### src/design/cfsc_defs.svh
// Register offsets, field positions, reset values and limits of the CAN filter/irq/sleep control block
`ifndef CFSC_DEFS_SVH
`define CFSC_DEFS_SVH
`define CFSC_OFF_CTRL0    8'h00
`define CFSC_OFF_CTRL1    8'h04
`define CFSC_OFF_BT0      8'h08
`define CFSC_OFF_BT1      8'h0c
`define CFSC_OFF_RFLG     8'h10
`define CFSC_OFF_RIER     8'h14
`define CFSC_OFF_TFLG     8'h18
`define CFSC_OFF_TIER     8'h1c
`define CFSC_OFF_ACC      8'h20
`define CFSC_OFF_ERRCNT   8'h24
`define CFSC_OFF_FILT     8'h30
`define CFSC_FILT_MASK    8'hf0
`define CFSC_C0_SOFT      0
`define CFSC_C0_SLEEP_REQUEST_BIT     1
`define CFSC_C0_WSTOP     2
`define CFSC_C0_SLEEP_ACK_FLAG     3
`define CFSC_C0_BUSY      4
`define CFSC_F_WUP        7
`define CFSC_F_RWRN       6
`define CFSC_F_TWRN       5
`define CFSC_F_RERR       4
`define CFSC_F_TERR       3
`define CFSC_F_BOFF       2
`define CFSC_F_OVR        1
`define CFSC_F_RXF        0
`define CFSC_AC_MODE_HI   5
`define CFSC_AC_MODE_LO   4
`define CFSC_RST_TXE      3'h7
`define CFSC_RST_SOFT     1'h1
`define CFSC_WARN_LIM     9'h060
`define CFSC_PASS_LIM     9'h07f
`define CFSC_BOFF_LIM     9'h0ff
`define CFSC_RUN_BITS     4'hb
`define CFSC_BOFF_GROUPS  8'h80
`define CFSC_RESP_OKAY    2'h0
`define CFSC_RESP_DECERR  2'h3
`endif

### src/design/cfsc_pkg.sv
// Types shared by the CAN filter/irq/sleep control block
package cfsc_pkg;
	typedef enum logic [1:0] {
		FM_32 = 2'b00, FM_16 = 2'b01, FM_8 = 2'b10, FM_CLOSED = 2'b11
	} cfsc_fmode_e;
	typedef enum logic [1:0] {
		MD_NORMAL = 2'b00, MD_SLEEP = 2'b01, MD_SOFT = 2'b10, MD_PDOWN = 2'b11
	} cfsc_mode_e;
	typedef enum logic [1:0] {
		ST_RUN = 2'b00, ST_WAIT = 2'b01, ST_SLEEP = 2'b10, ST_RESYNC = 2'b11
	} cfsc_state_e;
endpackage : cfsc_pkg

### src/design/cfsc_mem_if.sv
// Carrier between the control block and its filter word store
`timescale 1ns/1ps
interface cfsc_mem_if #(parameter int DEPTH = 4, parameter int W = 32);
	logic                     we;
	logic [$clog2(DEPTH)-1:0] waddr;
	logic [W-1:0]             wdata;
	logic [W/8-1:0]           wstrb;
	logic [DEPTH*W-1:0]       words;
	modport ctl (output we, waddr, wdata, wstrb, input words);
	modport mem (input we, waddr, wdata, wstrb, output words);
endinterface : cfsc_mem_if

### src/design/cfsc_regmem.sv
// Acceptance pattern and mask word store, byte-writable, contents held in flops
`timescale 1ns/1ps
module cfsc_regmem #(
	parameter int DEPTH = 4,
	parameter int W     = 32
) (
	// Clock and reset
	input wire logic aclk,
	input wire logic aresetn,
	// Store port
	cfsc_mem_if.mem  m
);
	import cfsc_pkg::*;
	logic [W-1:0] mem_q [DEPTH];

	genvar g, b;
	generate
		for (g = 0; g < DEPTH; g++) begin : g_word
			for (b = 0; b < W/8; b++) begin : g_byte
				always_ff @(posedge aclk) begin
					if (!aresetn) begin
						mem_q[g][8*b +: 8] <= 8'h00;
					end else if (m.we && m.waddr == g && m.wstrb[b]) begin
						mem_q[g][8*b +: 8] <= m.wdata[8*b +: 8];
					end
				end
			end
			assign m.words[W*g +: W] = mem_q[g];
		end
	endgenerate
endmodule : cfsc_regmem

### src/design/cfsc_top.sv
// CAN acceptance filter, interrupt flags, configuration lock and low-power mode control
// Function
// - Masked compare of received identifier against pattern
// - Accept sets full flag, lowest filter index
// - 32-bit mode: two full filters, hits 0-1
// - 16-bit mode: four filters, hits 0-3
// - 8-bit mode: eight byte filters, hits 0-7
// - Closed mode never fills foreground buffer
// - Four interrupt outputs from eleven enabled flags
// - Transmit interrupt on enabled empty buffer
// - Full flag and receive interrupt after frame end
// - Wakeup flag set only while asleep and enabled
// - Warning flags when counters reach 96
// - Passive flags when counters exceed 127
// - Bus-off flag when transmit counter exceeds 255
// - Write-one clears flags, ignored while condition holds
// - Error counters are never software writable
// - Configuration writable only during soft reset
// - Transmit output recessive in stop mode
// - Mode from stop, wait, sleep, soft-reset
// - Sleep only after pending traffic finishes
// - Sleep halts traffic, copies, bus-off counting
// - Wake on activity, request clear, soft reset
// - Eleven recessive bits before rejoining after wake
// - Third accepted message discarded, overrun flagged
//
// The register offsets and the AXI4-Lite register port were decided locally.
`timescale 1ns/1ps
`include "cfsc_defs.svh"
module cfsc_top #(
	parameter int ADDR_W = 8
) (
	// Clock and reset
	input  wire logic              aclk,
	input  wire logic              aresetn,
	// AXI4-Lite slave
	input  wire logic [ADDR_W-1:0] s_axi_awaddr,
	input  wire logic              s_axi_awvalid,
	output logic                   s_axi_awready,
	input  wire logic [31:0]       s_axi_wdata,
	input  wire logic [3:0]        s_axi_wstrb,
	input  wire logic              s_axi_wvalid,
	output logic                   s_axi_wready,
	output logic [1:0]             s_axi_bresp,
	output logic                   s_axi_bvalid,
	input  wire logic              s_axi_bready,
	input  wire logic [ADDR_W-1:0] s_axi_araddr,
	input  wire logic              s_axi_arvalid,
	output logic                   s_axi_arready,
	output logic [31:0]            s_axi_rdata,
	output logic [1:0]             s_axi_rresp,
	output logic                   s_axi_rvalid,
	input  wire logic              s_axi_rready,
	// Protocol engine status
	input  wire logic              bit_tick,
	input  wire logic              core_tx,
	input  wire logic              rx_eof,
	input  wire logic [28:0]       rx_id,
	input  wire logic              rx_ide,
	input  wire logic              rx_rtr,
	input  wire logic              rx_srr,
	input  wire logic              rx_busy,
	input  wire logic [2:0]        tx_done,
	input  wire logic [8:0]        rec_cnt,
	input  wire logic [8:0]        tec_cnt,
	// CPU low-power state
	input  wire logic              cpu_stop,
	input  wire logic              cpu_wait,
	// CAN pins
	input  wire logic              can_rx,
	output logic                   can_tx_out,
	// Interrupts
	output logic                   irq_wakeup,
	output logic                   irq_error,
	output logic                   irq_rx,
	output logic                   irq_tx,
	// Engine control
	output logic                   fg_load,
	output logic [2:0]             filter_hit_index,
	output logic [2:0]             tx_empty_flag,
	output logic                   tx_enable,
	output logic                   busoff_done,
	output cfsc_pkg::cfsc_mode_e   mode
);
	import cfsc_pkg::*;

	function automatic logic meq(input logic [31:0] a, input logic [31:0] p, input logic [31:0] m);
		meq = ((a ^ p) & ~m) == 32'h0;
	endfunction : meq

	function automatic logic [2:0] first_hit(input logic [7:0] h);
		first_hit = 3'h0;
		for (int i = 7; i >= 0; i--) begin
			if (h[i]) begin
				first_hit = 3'(i);
			end
		end
	endfunction : first_hit

	function automatic logic is_lock(input logic [7:0] a);
		is_lock = a == `CFSC_OFF_CTRL1 || a == `CFSC_OFF_BT0 || a == `CFSC_OFF_BT1 || a == `CFSC_OFF_ACC;
	endfunction : is_lock

	function automatic logic is_known(input logic [7:0] a);
		is_known = is_lock(a) || a == `CFSC_OFF_CTRL0 || a == `CFSC_OFF_RFLG || a == `CFSC_OFF_RIER ||
			a == `CFSC_OFF_TFLG || a == `CFSC_OFF_TIER || a == `CFSC_OFF_ERRCNT ||
			(a & `CFSC_FILT_MASK) == `CFSC_OFF_FILT;
	endfunction : is_known

	cfsc_mem_if #(.DEPTH(4), .W(32)) mif ();
	cfsc_regmem #(.DEPTH(4), .W(32)) u_mem (.aclk(aclk), .aresetn(aresetn), .m(mif.mem));

	// Registers
	logic        soft_q, sleep_request_bit_q, wstop_q;
	logic [7:0]  ctrl1_q, bt0_q, bt1_q, rflg_q, rier_q;
	logic [2:0]  txe_q, tier_q, hit_q, bg_hit_q;
	cfsc_fmode_e fm_q;
	cfsc_state_e st_q;
	logic        bg_full_q, rx_m_q, rx_s_q;
	logic [3:0]  run_q;
	logic [7:0]  grp_q;
	logic        awrdy_q, arrdy_q, bvalid_q, rvalid_q, busoff_done_q, fg_load_q;
	logic [1:0]  bresp_q, rresp_q;
	logic [31:0] rdata_q;
	logic        irq_wup_q, irq_err_q, irq_rx_q, irq_tx_q, tx_q, txen_q;
	cfsc_mode_e  mode_q;

	// Bus decode
	wire  [7:0]  wa      = 8'(s_axi_awaddr);
	wire  [7:0]  ra      = 8'(s_axi_araddr);
	wire         wr_fire = awrdy_q && s_axi_awvalid && s_axi_wvalid;
	wire         rd_fire = arrdy_q && s_axi_arvalid;
	wire         wr_b0   = wr_fire && s_axi_wstrb[0];
	wire         cfg_ok  = wr_b0 && soft_q && is_lock(wa);
	wire  [7:0]  wd      = s_axi_wdata[7:0];
	wire  [7:0]  rflg_clr = (wr_b0 && wa == `CFSC_OFF_RFLG) ? wd : 8'h00;
	wire  [2:0]  txe_clr  = (wr_b0 && wa == `CFSC_OFF_TFLG) ? wd[2:0] : 3'h0;

	// Mode selection
	wire         pdown   = cpu_stop || (cpu_wait && wstop_q);
	wire         asleep  = st_q == ST_SLEEP;
	wire         online  = (st_q == ST_RUN || st_q == ST_WAIT) && !soft_q && !pdown;
	wire         idle    = !rx_busy && (&txe_q);
	cfsc_mode_e  mode_d;
	assign mode_d = pdown ? MD_PDOWN : (soft_q ? MD_SOFT : (asleep ? MD_SLEEP : MD_NORMAL));

	// Identifier word laid out like a 32-bit pattern bank
	wire  [31:0] fw = rx_ide ? {rx_id[28:21], rx_id[20:18], rx_srr, 1'b1, rx_id[17:15], rx_id[14:7], rx_id[6:0],
		rx_rtr} : {rx_id[10:3], rx_id[2:0], rx_rtr, 1'b0, 3'h0, 16'h0};
	wire  [31:0] pat [2];
	wire  [31:0] msk [2];
	assign pat[0] = mif.words[31:0];
	assign pat[1] = mif.words[63:32];
	assign msk[0] = mif.words[95:64];
	assign msk[1] = mif.words[127:96];

	logic [1:0] h32;
	logic [3:0] h16;
	logic [7:0] h8;
	genvar g;
	generate
		for (g = 0; g < 2; g++) begin : g_f32
			assign h32[g] = meq(fw, pat[g], msk[g]);
		end
		for (g = 0; g < 4; g++) begin : g_f16
			localparam int S = 31 - 16 * (g % 2);
			assign h16[g] = meq({fw[31:16], 16'h0}, {pat[g/2][S -: 16], 16'h0}, {msk[g/2][S -: 16], 16'h0});
		end
		for (g = 0; g < 8; g++) begin : g_f8
			localparam int S = 31 - 8 * (g % 4);
			assign h8[g] = meq({fw[31:24], 24'h0}, {pat[g/4][S -: 8], 24'h0}, {msk[g/4][S -: 8], 24'h0});
		end
	endgenerate

	wire  [7:0] hits = (fm_q == FM_32) ? {6'h0, h32} : (fm_q == FM_16) ? {4'h0, h16} :
		(fm_q == FM_8) ? h8 : 8'h00;
	wire  [2:0] enc     = first_hit(hits);
	wire        acc     = rx_eof && online && fm_q != FM_CLOSED && (|hits);
	wire        rxf_q_w = rflg_q[`CFSC_F_RXF];
	wire        copy_ev = !rxf_q_w && bg_full_q && online;
	wire        load_fg = copy_ev || (acc && !rxf_q_w && !bg_full_q);
	wire        to_bg   = acc && (rxf_q_w || bg_full_q) && (!bg_full_q || copy_ev);
	wire        ovr_ev  = acc && rxf_q_w && bg_full_q;

	// Flag sources: level conditions re-set every cycle, so a clear cannot win
	wire        rx_dom  = !rx_s_q;
	wire        wake_ev = asleep && rx_dom && rier_q[`CFSC_F_WUP];
	wire  [7:0] fset;
	assign fset[`CFSC_F_WUP]  = wake_ev;
	assign fset[`CFSC_F_RWRN] = rec_cnt >= `CFSC_WARN_LIM;
	assign fset[`CFSC_F_TWRN] = tec_cnt >= `CFSC_WARN_LIM;
	assign fset[`CFSC_F_RERR] = rec_cnt > `CFSC_PASS_LIM;
	assign fset[`CFSC_F_TERR] = tec_cnt > `CFSC_PASS_LIM;
	assign fset[`CFSC_F_BOFF] = tec_cnt > `CFSC_BOFF_LIM;
	assign fset[`CFSC_F_OVR]  = ovr_ev;
	assign fset[`CFSC_F_RXF]  = load_fg;
	wire  [7:0] rflg_d = (rflg_q & ~rflg_clr) | fset;
	wire  [2:0] txe_d  = (txe_q & ~txe_clr) | tx_done;

	// Recessive run counting, shared by resync and bus-off recovery
	wire        run_tick = bit_tick && !rx_dom;
	wire        run_done = run_tick && run_q == `CFSC_RUN_BITS - 4'h1;
	wire        clk_on   = !asleep && !soft_q && !pdown;
	wire        boff_cnt = fset[`CFSC_F_BOFF] && st_q == ST_RUN && online && run_done;
	wire        grp_last = grp_q == `CFSC_BOFF_GROUPS - 8'h01;

	// Read mux; error counters are only observed here
	logic [31:0] rmux;
	always_comb begin
		rmux = 32'h0;
		case (ra)
			`CFSC_OFF_CTRL0:  rmux = {27'h0, rx_busy, asleep, wstop_q, sleep_request_bit_q, soft_q};
			`CFSC_OFF_CTRL1:  rmux = {24'h0, ctrl1_q};
			`CFSC_OFF_BT0:    rmux = {24'h0, bt0_q};
			`CFSC_OFF_BT1:    rmux = {24'h0, bt1_q};
			`CFSC_OFF_RFLG:   rmux = {24'h0, rflg_q};
			`CFSC_OFF_RIER:   rmux = {24'h0, rier_q};
			`CFSC_OFF_TFLG:   rmux = {29'h0, txe_q};
			`CFSC_OFF_TIER:   rmux = {29'h0, tier_q};
			`CFSC_OFF_ACC:    rmux = {26'h0, fm_q, 1'b0, hit_q};
			`CFSC_OFF_ERRCNT: rmux = {7'h0, tec_cnt, 7'h0, rec_cnt};
			default:          rmux = ((ra & `CFSC_FILT_MASK) == `CFSC_OFF_FILT) ? mif.words[32*ra[3:2] +: 32] : 32'h0;
		endcase
	end

	assign mif.we    = wr_fire && soft_q && (wa & `CFSC_FILT_MASK) == `CFSC_OFF_FILT;
	assign mif.waddr = wa[3:2];
	assign mif.wdata = s_axi_wdata;
	assign mif.wstrb = s_axi_wstrb;

	// AXI handshakes
	always_ff @(posedge aclk) begin
		if (!aresetn) begin
			awrdy_q  <= 1'b0;
			bvalid_q <= 1'b0;
			bresp_q  <= `CFSC_RESP_OKAY;
			arrdy_q  <= 1'b0;
			rvalid_q <= 1'b0;
			rresp_q  <= `CFSC_RESP_OKAY;
			rdata_q  <= 32'h0;
		end else begin
			awrdy_q <= s_axi_awvalid && s_axi_wvalid && !awrdy_q && !bvalid_q;
			arrdy_q <= s_axi_arvalid && !arrdy_q && !rvalid_q;
			if (wr_fire) begin
				bvalid_q <= 1'b1;
				bresp_q  <= is_known(wa) ? `CFSC_RESP_OKAY : `CFSC_RESP_DECERR;
			end else if (s_axi_bready) begin
				bvalid_q <= 1'b0;
			end
			if (rd_fire) begin
				rvalid_q <= 1'b1;
				rresp_q  <= is_known(ra) ? `CFSC_RESP_OKAY : `CFSC_RESP_DECERR;
				rdata_q  <= rmux;
			end else if (s_axi_rready) begin
				rvalid_q <= 1'b0;
			end
		end
	end

	// Software registers
	always_ff @(posedge aclk) begin
		if (!aresetn) begin
			soft_q  <= `CFSC_RST_SOFT;
			sleep_request_bit_q <= 1'b0;
			wstop_q <= 1'b0;
			ctrl1_q <= 8'h00;
			bt0_q   <= 8'h00;
			bt1_q   <= 8'h00;
			fm_q    <= FM_32;
			rier_q  <= 8'h00;
			tier_q  <= 3'h0;
		end else if (wr_b0) begin
			if (wa == `CFSC_OFF_CTRL0) begin
				soft_q  <= wd[`CFSC_C0_SOFT];
				wstop_q <= wd[`CFSC_C0_WSTOP];
				sleep_request_bit_q <= wd[`CFSC_C0_SLEEP_REQUEST_BIT] || (sleep_request_bit_q && !asleep);
			end
			if (cfg_ok && wa == `CFSC_OFF_CTRL1) ctrl1_q <= wd;
			if (cfg_ok && wa == `CFSC_OFF_BT0) bt0_q <= wd;
			if (cfg_ok && wa == `CFSC_OFF_BT1) bt1_q <= wd;
			if (cfg_ok && wa == `CFSC_OFF_ACC) fm_q <= cfsc_fmode_e'(wd[`CFSC_AC_MODE_HI:`CFSC_AC_MODE_LO]);
			if (wa == `CFSC_OFF_RIER) rier_q <= wd;
			if (wa == `CFSC_OFF_TIER) tier_q <= wd[2:0];
		end
	end

	// Flags, receive buffers and hit index
	always_ff @(posedge aclk) begin
		if (!aresetn) begin
			rflg_q    <= 8'h00;
			txe_q     <= `CFSC_RST_TXE;
			bg_full_q <= 1'b0;
			bg_hit_q  <= 3'h0;
			hit_q     <= 3'h0;
			fg_load_q <= 1'b0;
		end else begin
			rflg_q    <= rflg_d;
			txe_q     <= txe_d;
			bg_full_q <= to_bg || (bg_full_q && !copy_ev);
			fg_load_q <= load_fg;
			if (to_bg) bg_hit_q <= enc;
			if (copy_ev) hit_q <= bg_hit_q;
			else if (load_fg) hit_q <= enc;
		end
	end

	// Sleep sequencing
	always_ff @(posedge aclk) begin
		if (!aresetn) begin
			st_q <= ST_RUN;
		end else if (soft_q) begin
			st_q <= ST_RESYNC;
		end else begin
			case (st_q)
				ST_RUN:    if (sleep_request_bit_q) st_q <= idle ? ST_SLEEP : ST_WAIT;
				ST_WAIT:   if (idle) st_q <= ST_SLEEP;
				ST_SLEEP:  if (rx_dom || !sleep_request_bit_q) st_q <= ST_RESYNC;
				ST_RESYNC: if (run_done) st_q <= ST_RUN;
				default:   st_q <= ST_RUN;
			endcase
		end
	end

	// Pin sync, recessive runs and bus-off recovery
	always_ff @(posedge aclk) begin
		if (!aresetn) begin
			rx_m_q        <= 1'b1;
			rx_s_q        <= 1'b1;
			run_q         <= 4'h0;
			grp_q         <= 8'h00;
			busoff_done_q <= 1'b0;
		end else begin
			rx_m_q        <= can_rx;
			rx_s_q        <= rx_m_q;
			busoff_done_q <= boff_cnt && grp_last;
			if (!clk_on || (bit_tick && rx_dom) || run_done) run_q <= 4'h0;
			else if (run_tick) run_q <= run_q + 4'h1;
			if (!fset[`CFSC_F_BOFF]) grp_q <= 8'h00;
			else if (boff_cnt) grp_q <= grp_last ? 8'h00 : grp_q + 8'h01;
		end
	end

	// Registered outputs
	always_ff @(posedge aclk) begin
		if (!aresetn) begin
			irq_wup_q <= 1'b0;
			irq_err_q <= 1'b0;
			irq_rx_q  <= 1'b0;
			irq_tx_q  <= 1'b0;
			tx_q      <= 1'b1;
			txen_q    <= 1'b0;
			mode_q    <= MD_NORMAL;
		end else begin
			irq_wup_q <= rflg_q[`CFSC_F_WUP] && rier_q[`CFSC_F_WUP];
			irq_err_q <= |(rflg_q[`CFSC_F_RWRN:`CFSC_F_OVR] & rier_q[`CFSC_F_RWRN:`CFSC_F_OVR]);
			irq_rx_q  <= rflg_q[`CFSC_F_RXF] && rier_q[`CFSC_F_RXF];
			irq_tx_q  <= |(txe_q & tier_q);
			tx_q      <= (online && !cpu_stop) ? core_tx : 1'b1;
			txen_q    <= online;
			mode_q    <= mode_d;
		end
	end

	assign s_axi_awready    = awrdy_q;
	assign s_axi_wready     = awrdy_q;
	assign s_axi_bvalid     = bvalid_q;
	assign s_axi_bresp      = bresp_q;
	assign s_axi_arready    = arrdy_q;
	assign s_axi_rvalid     = rvalid_q;
	assign s_axi_rresp      = rresp_q;
	assign s_axi_rdata      = rdata_q;
	assign can_tx_out       = tx_q;
	assign irq_wakeup       = irq_wup_q;
	assign irq_error        = irq_err_q;
	assign irq_rx           = irq_rx_q;
	assign irq_tx           = irq_tx_q;
	assign fg_load          = fg_load_q;
	assign filter_hit_index = hit_q;
	assign tx_empty_flag    = txe_q;
	assign tx_enable        = txen_q;
	assign busoff_done      = busoff_done_q;
	assign mode             = mode_q;
endmodule : cfsc_top

### config.mk
export PLATFORM = sky130hd
export DESIGN_NAME = cfsc_top
export DESIGN_NICKNAME = d
export VERILOG_FILES = /design/src/design/cfsc_pkg.sv /design/src/design/cfsc_mem_if.sv /design/src/design/cfsc_regmem.sv /design/src/design/cfsc_top.sv
export VERILOG_INCLUDE_DIRS = /design/src /design/src/design
export SDC_FILE = /design/constraint.sdc
export NUM_CORES = 1
export LEC_CHECK = 0
export ABC_AREA = 1
export ABC_CLOCK_PERIOD_IN_PS = 3400
export BUFFER_PORTS_ARGS = -buffer_cell sky130_fd_sc_hd__clkbuf_2
export CORE_ASPECT_RATIO = 0.75
export CORE_UTILIZATION = 50
export CTS_CLUSTER_DIAMETER = 200
export CTS_CLUSTER_SIZE = 16
export DETAILED_ROUTE_END_ITERATION = 8
export GPL_TIMING_DRIVEN = 0
export PLACE_DENSITY = 0.7
export SKIP_LAST_GASP = 1
export SYNTH_ARGS = -nofsm -noshare
export SYNTH_HDL_FRONTEND = slang
export SYNTH_HIERARCHICAL = 1
export SYNTH_SLANG_ARGS = --single-unit
### constraint.sdc
create_clock -name aclk -period 3.4 [get_ports aclk]
set_input_delay 0.34 -clock aclk [delete_from_list [all_inputs] [get_ports aclk]]
set_output_delay 0.34 -clock aclk [all_outputs]
set_load 0.05 [all_outputs]
==> impl_metrics.sql <==
INSERT INTO impl_metrics (metric_group, metric, value, unit) VALUES
('place', 'io_buffers', '175', ''),
('global_routing', 'grt_antenna_before_repair', '0', ''),
('sta', 'finalSetupViolCount', '16', ''),
('cts', 'clkTransAtPathRegs', '0.07', 'ns'),
('yosys', 'synth_seq_area_share', '44.9', '%'),
('route', 'detailedRoute.firstIterationViolations', '2176', ''),
('yosys', 'synthesis.instances', '1940', ''),
('critical_path', 'cp_slowest_stage_delay', '0.76', 'ns'),
('final_layout', 'antenna_cells', '0', ''),
('critical_path', 'r2r_slack', '-0.11', 'ns'),
('sta', 'tightest_slew', '1.16', 'ns'),
('critical_path', 'crit_path_top_delay_cell', 'o21ai_1', ''),
('power', 'p_leak', '7.14', 'nW'),
('sta', 'max_frequency', '285', 'MHz'),
('route', 'first_pass_drt_iterations', '8', ''),
('critical_path', 'crit_type', 'reg2reg', ''),
('yosys', 'synth_top_area_share', '27.5', '%'),
('critical_path', 'critical_path.startpoint', 'soft_q$_SDFFE_PN1P_', ''),
('critical_path', 'worst_r2r_path_depth', '7', ''),
('global_routing', 'grt_pass1_wl', '82900', 'um'),
('yosys', 'post_synth_instance_area', '14000', 'um2'),
('global_routing', 'grt_util_all_layers', '38.9', '%'),
('critical_path', 'critical_path.reg2reg.endpoint', 'u_mem/mem_q[2][6]$_SDFFCE_PN0P_', ''),
('final_layout', 'final_nets', '2263', ''),
('global_routing', 'grt_start_max_net_pins', '18', ''),
('yosys', 'syn_area_per_cell', '7.22', 'um2'),
('die', 'ioPinCount', '176', ''),
('cts', 'cts.sinks', '250', ''),
('sta', 'finalCritPeriodShare', '103', '%'),
('status', 'violated_checks', 'negative setup slack', ''),
('sta', 'final-max-slew-violation-count', '0', ''),
('power', 'p_total', '6.35', 'mW'),
('final_layout', 'n_fill_cell', '2604', ''),
('route', 'drtAntennaViolNets', '0', ''),
('sta', 'rsz0062_at_grt', 'true', ''),
('hold_path', 'timing.hold.worst.class', 'in2reg', ''),
('final_layout', 'share_of_layout_cells_above_drive_strength_1', '12.0', '%'),
('power', 'power_per_cell_area', '400', 'nW/um2'),
('yosys', 'synthTopCellsByCount', '426 x nand2_1, 309 x inv_1, 233 x nor2_1, 192 x nand3_1, 128 x edfxtp_1', ''),
('route', 'postRouteWirelength', '56000', 'um'),
('cts', 'cts_root_buffer', 'clkbuf_16', ''),
('die', 'initial_core_util', '51.4', '%'),
('route', 'post_drt_wl_per_cell', '22.4', 'um'),
('die', 'rows', '52', ''),
('final_layout', 'area_growth', '13.2', '%'),
('hold_path', 'min_delay_path_depth', '3', ''),
('cts', 'setup_fix_bufs_post_cts', '0', ''),
('sta', 'postLayoutSetupSlackWorst', '-0.112', 'ns'),
('run', 'max_cap_viol_count', '0', ''),
('yosys', 'post_synth_main_area_contributors', 'edfxtp_1 27%, dfxtp_1 17%, nand2_1 11%', ''),
('global_routing', 'grt_pass1_vias', '13593', ''),
('die', 'coreArea', '27300', 'um2'),
('critical_path', 'crit_end', 'u_mem/mem_q[2][6]$_SDFFCE_PN0P_', ''),
('critical_path', 'cp-end-kind', 'flop', ''),
('critical_path', 'crit_path_max_fanout', '10', ''),
('place', 'dp_hpwl', '44000', 'um'),
('cts', 'holdBufCountCts', '0', ''),
('sta', 'slew_headroom', '22.5', '%'),
('yosys', 'number_of_enable_flip_flop_cells_after_synthesis', '128', ''),
('yosys', 'synth_nets', '2066', ''),
('die', 'die_height', '147', 'um'),
('yosys', 'synth_cell_type_count', '43', ''),
('critical_path', 'cp-start-kind', 'flop', ''),
('sta', 'clock_skew', '0.0268', 'ns'),
('yosys', 'flip_flop_and_latch_count_after_synthesis', '250', ''),
('critical_path', 'timing.critical_path.required', '3.53', 'ns'),
('critical_path', 'data_arrival_critical_path', '3.64', 'ns'),
('sta', 'hold_violations', '0', ''),
('status', 'run_status', 'complete, but fails checks', ''),
('cts', 'insertion_delay', '0.52', 'ns'),
('cts', 'cts-htree-levels', '1', '');
## cells in the final DEF, fill, tap and decap left out, types with 4 or more instances in the layout
cell and instances:
inv_1 309, ha_1 7, buf_2 7, o21ai_1 17, nand4_1 16, o221ai_1 6
nor4_1 9, nand3b_1 8, xor2_1 4, inv_2 4, dfxtp_1 122, o22ai_1 62
edfxtp_1 128, a31oi_1 20, o21ai_0 104, a21oi_1 81, clkbuf_16 19, clkinv_1 7
clkbuf_2 175, clkbuf_1 41, or2_2 7, nand3_1 192, a211oi_1 25, buf_6 5
buf_4 8, nand2_1 426, nand2_2 15, nand3_2 5, nor2_1 233, nor3_1 51
## where the power goes
group / internal, mW / switching, mW / total, mW
Clock: 1.04 / 1.08 / 2.12
Sequential: 3.24 / 0.0564 / 3.30
Combinational: 0.241 / 0.687 / 0.928
## cells by family (layout without fill, tap and decap cells)
group	count (synthesis)	after routing	share of synthesized area (%)
flip-flops	250	250	44.9
buffers and inverters	372	578	10.5
adder cells (fa/ha/maj)	7	7	0.626
AND/OR/NAND/NOR	974	974	30.1
AO/OA/AOI/OAI	333	333	13.7
XOR/XNOR	4	4	0.250
## worst max-delay path: cells and delay by family, from the launching register on
family	cells	cell delay, ns
AO/OA/AOI/OAI	1	0.76
AND/OR/NAND/NOR	3	1.04
flip-flops	1	0.55
buffers and inverters	3	0.78
## through the flow
stage / worst slack [ns] / setup TNS, ns / area [um2] / cells / hold slack [ns]
detailed placement: -0.703 / -41.35 / 15300 / 2467 / 0.407
global placement: -0.704 / -44.49 / 15300 / 2466 / 0.397
floorplan: 0.720 / 0 / 14000 / 1940 / 0.393
global route: -0.113 / -2.35 / 15900 / 2497 / 0.0241
finish: -0.112 / -1.27 / 15900 / 2497 / 0.0258
CTS: 0.0183 / 0 / 15900 / 2497 / 0.0200
## how the worst min path moves through the flow
stage	startpoint	to	slack (ns)
CTS	tx_done[2]	tx_empty_flag[2]$_SDFF_PN1_	0.02
detailed placement	rx_m_q$_SDFF_PN1_	rx_s_q$_SDFF_PN1_	0.41
floorplan	rx_m_q$_SDFF_PN1_	rx_s_q$_SDFF_PN1_	0.39
finish	tx_done[2]	tx_empty_flag[2]$_SDFF_PN1_	0.03
global placement	rx_m_q$_SDFF_PN1_	rx_s_q$_SDFF_PN1_	0.40
global route	can_rx	rx_m_q$_SDFF_PN1_	0.02
## state kept, by name, summed over array words and instances (netlist names), 4 cells and up
register	cells
run_q	4
rflg_q	8
bt1_q	8
rier_q	8
bt0_q	8
u_mem/mem_q	128
grp_q	8
ctrl1_q	8
s_axi_rdata	32
## repair_timing
item                                    4_1_cts  5_1_grt
resized for setup                            11        1
gates cloned                                  0        0
pin swaps                                     0        0
endpoints found under the setup margin      112       32
## routing by layer
layer | up-vias | GRT usage (%) | part of all wire (%)
met3 | 118 | 11.5 | 15
met1 | 6910 | 57.7 | 43
met4 | 2 | 9.76 | 2.6
li1 | 6832 | - | -
met5 | - | 1.18 | 0.082
met2 | 1053 | 54.6 | 40
## layout make-up
class                   instances  area [um2]  share of cell area [%]
flip-flops and latches        250        6290                    39.6
clock buffers                  29         513                    3.24
multi-input cells            1318        6250                    39.5
plain buffers                  52         268                    1.69
inverters                     320        1200                    7.58
clock inverters                 1        8.76                  0.0552
well taps                     351         439                    2.77
repair buffers                176         883                    5.57
No activity file was read; power rests on OpenSTA's default activity.
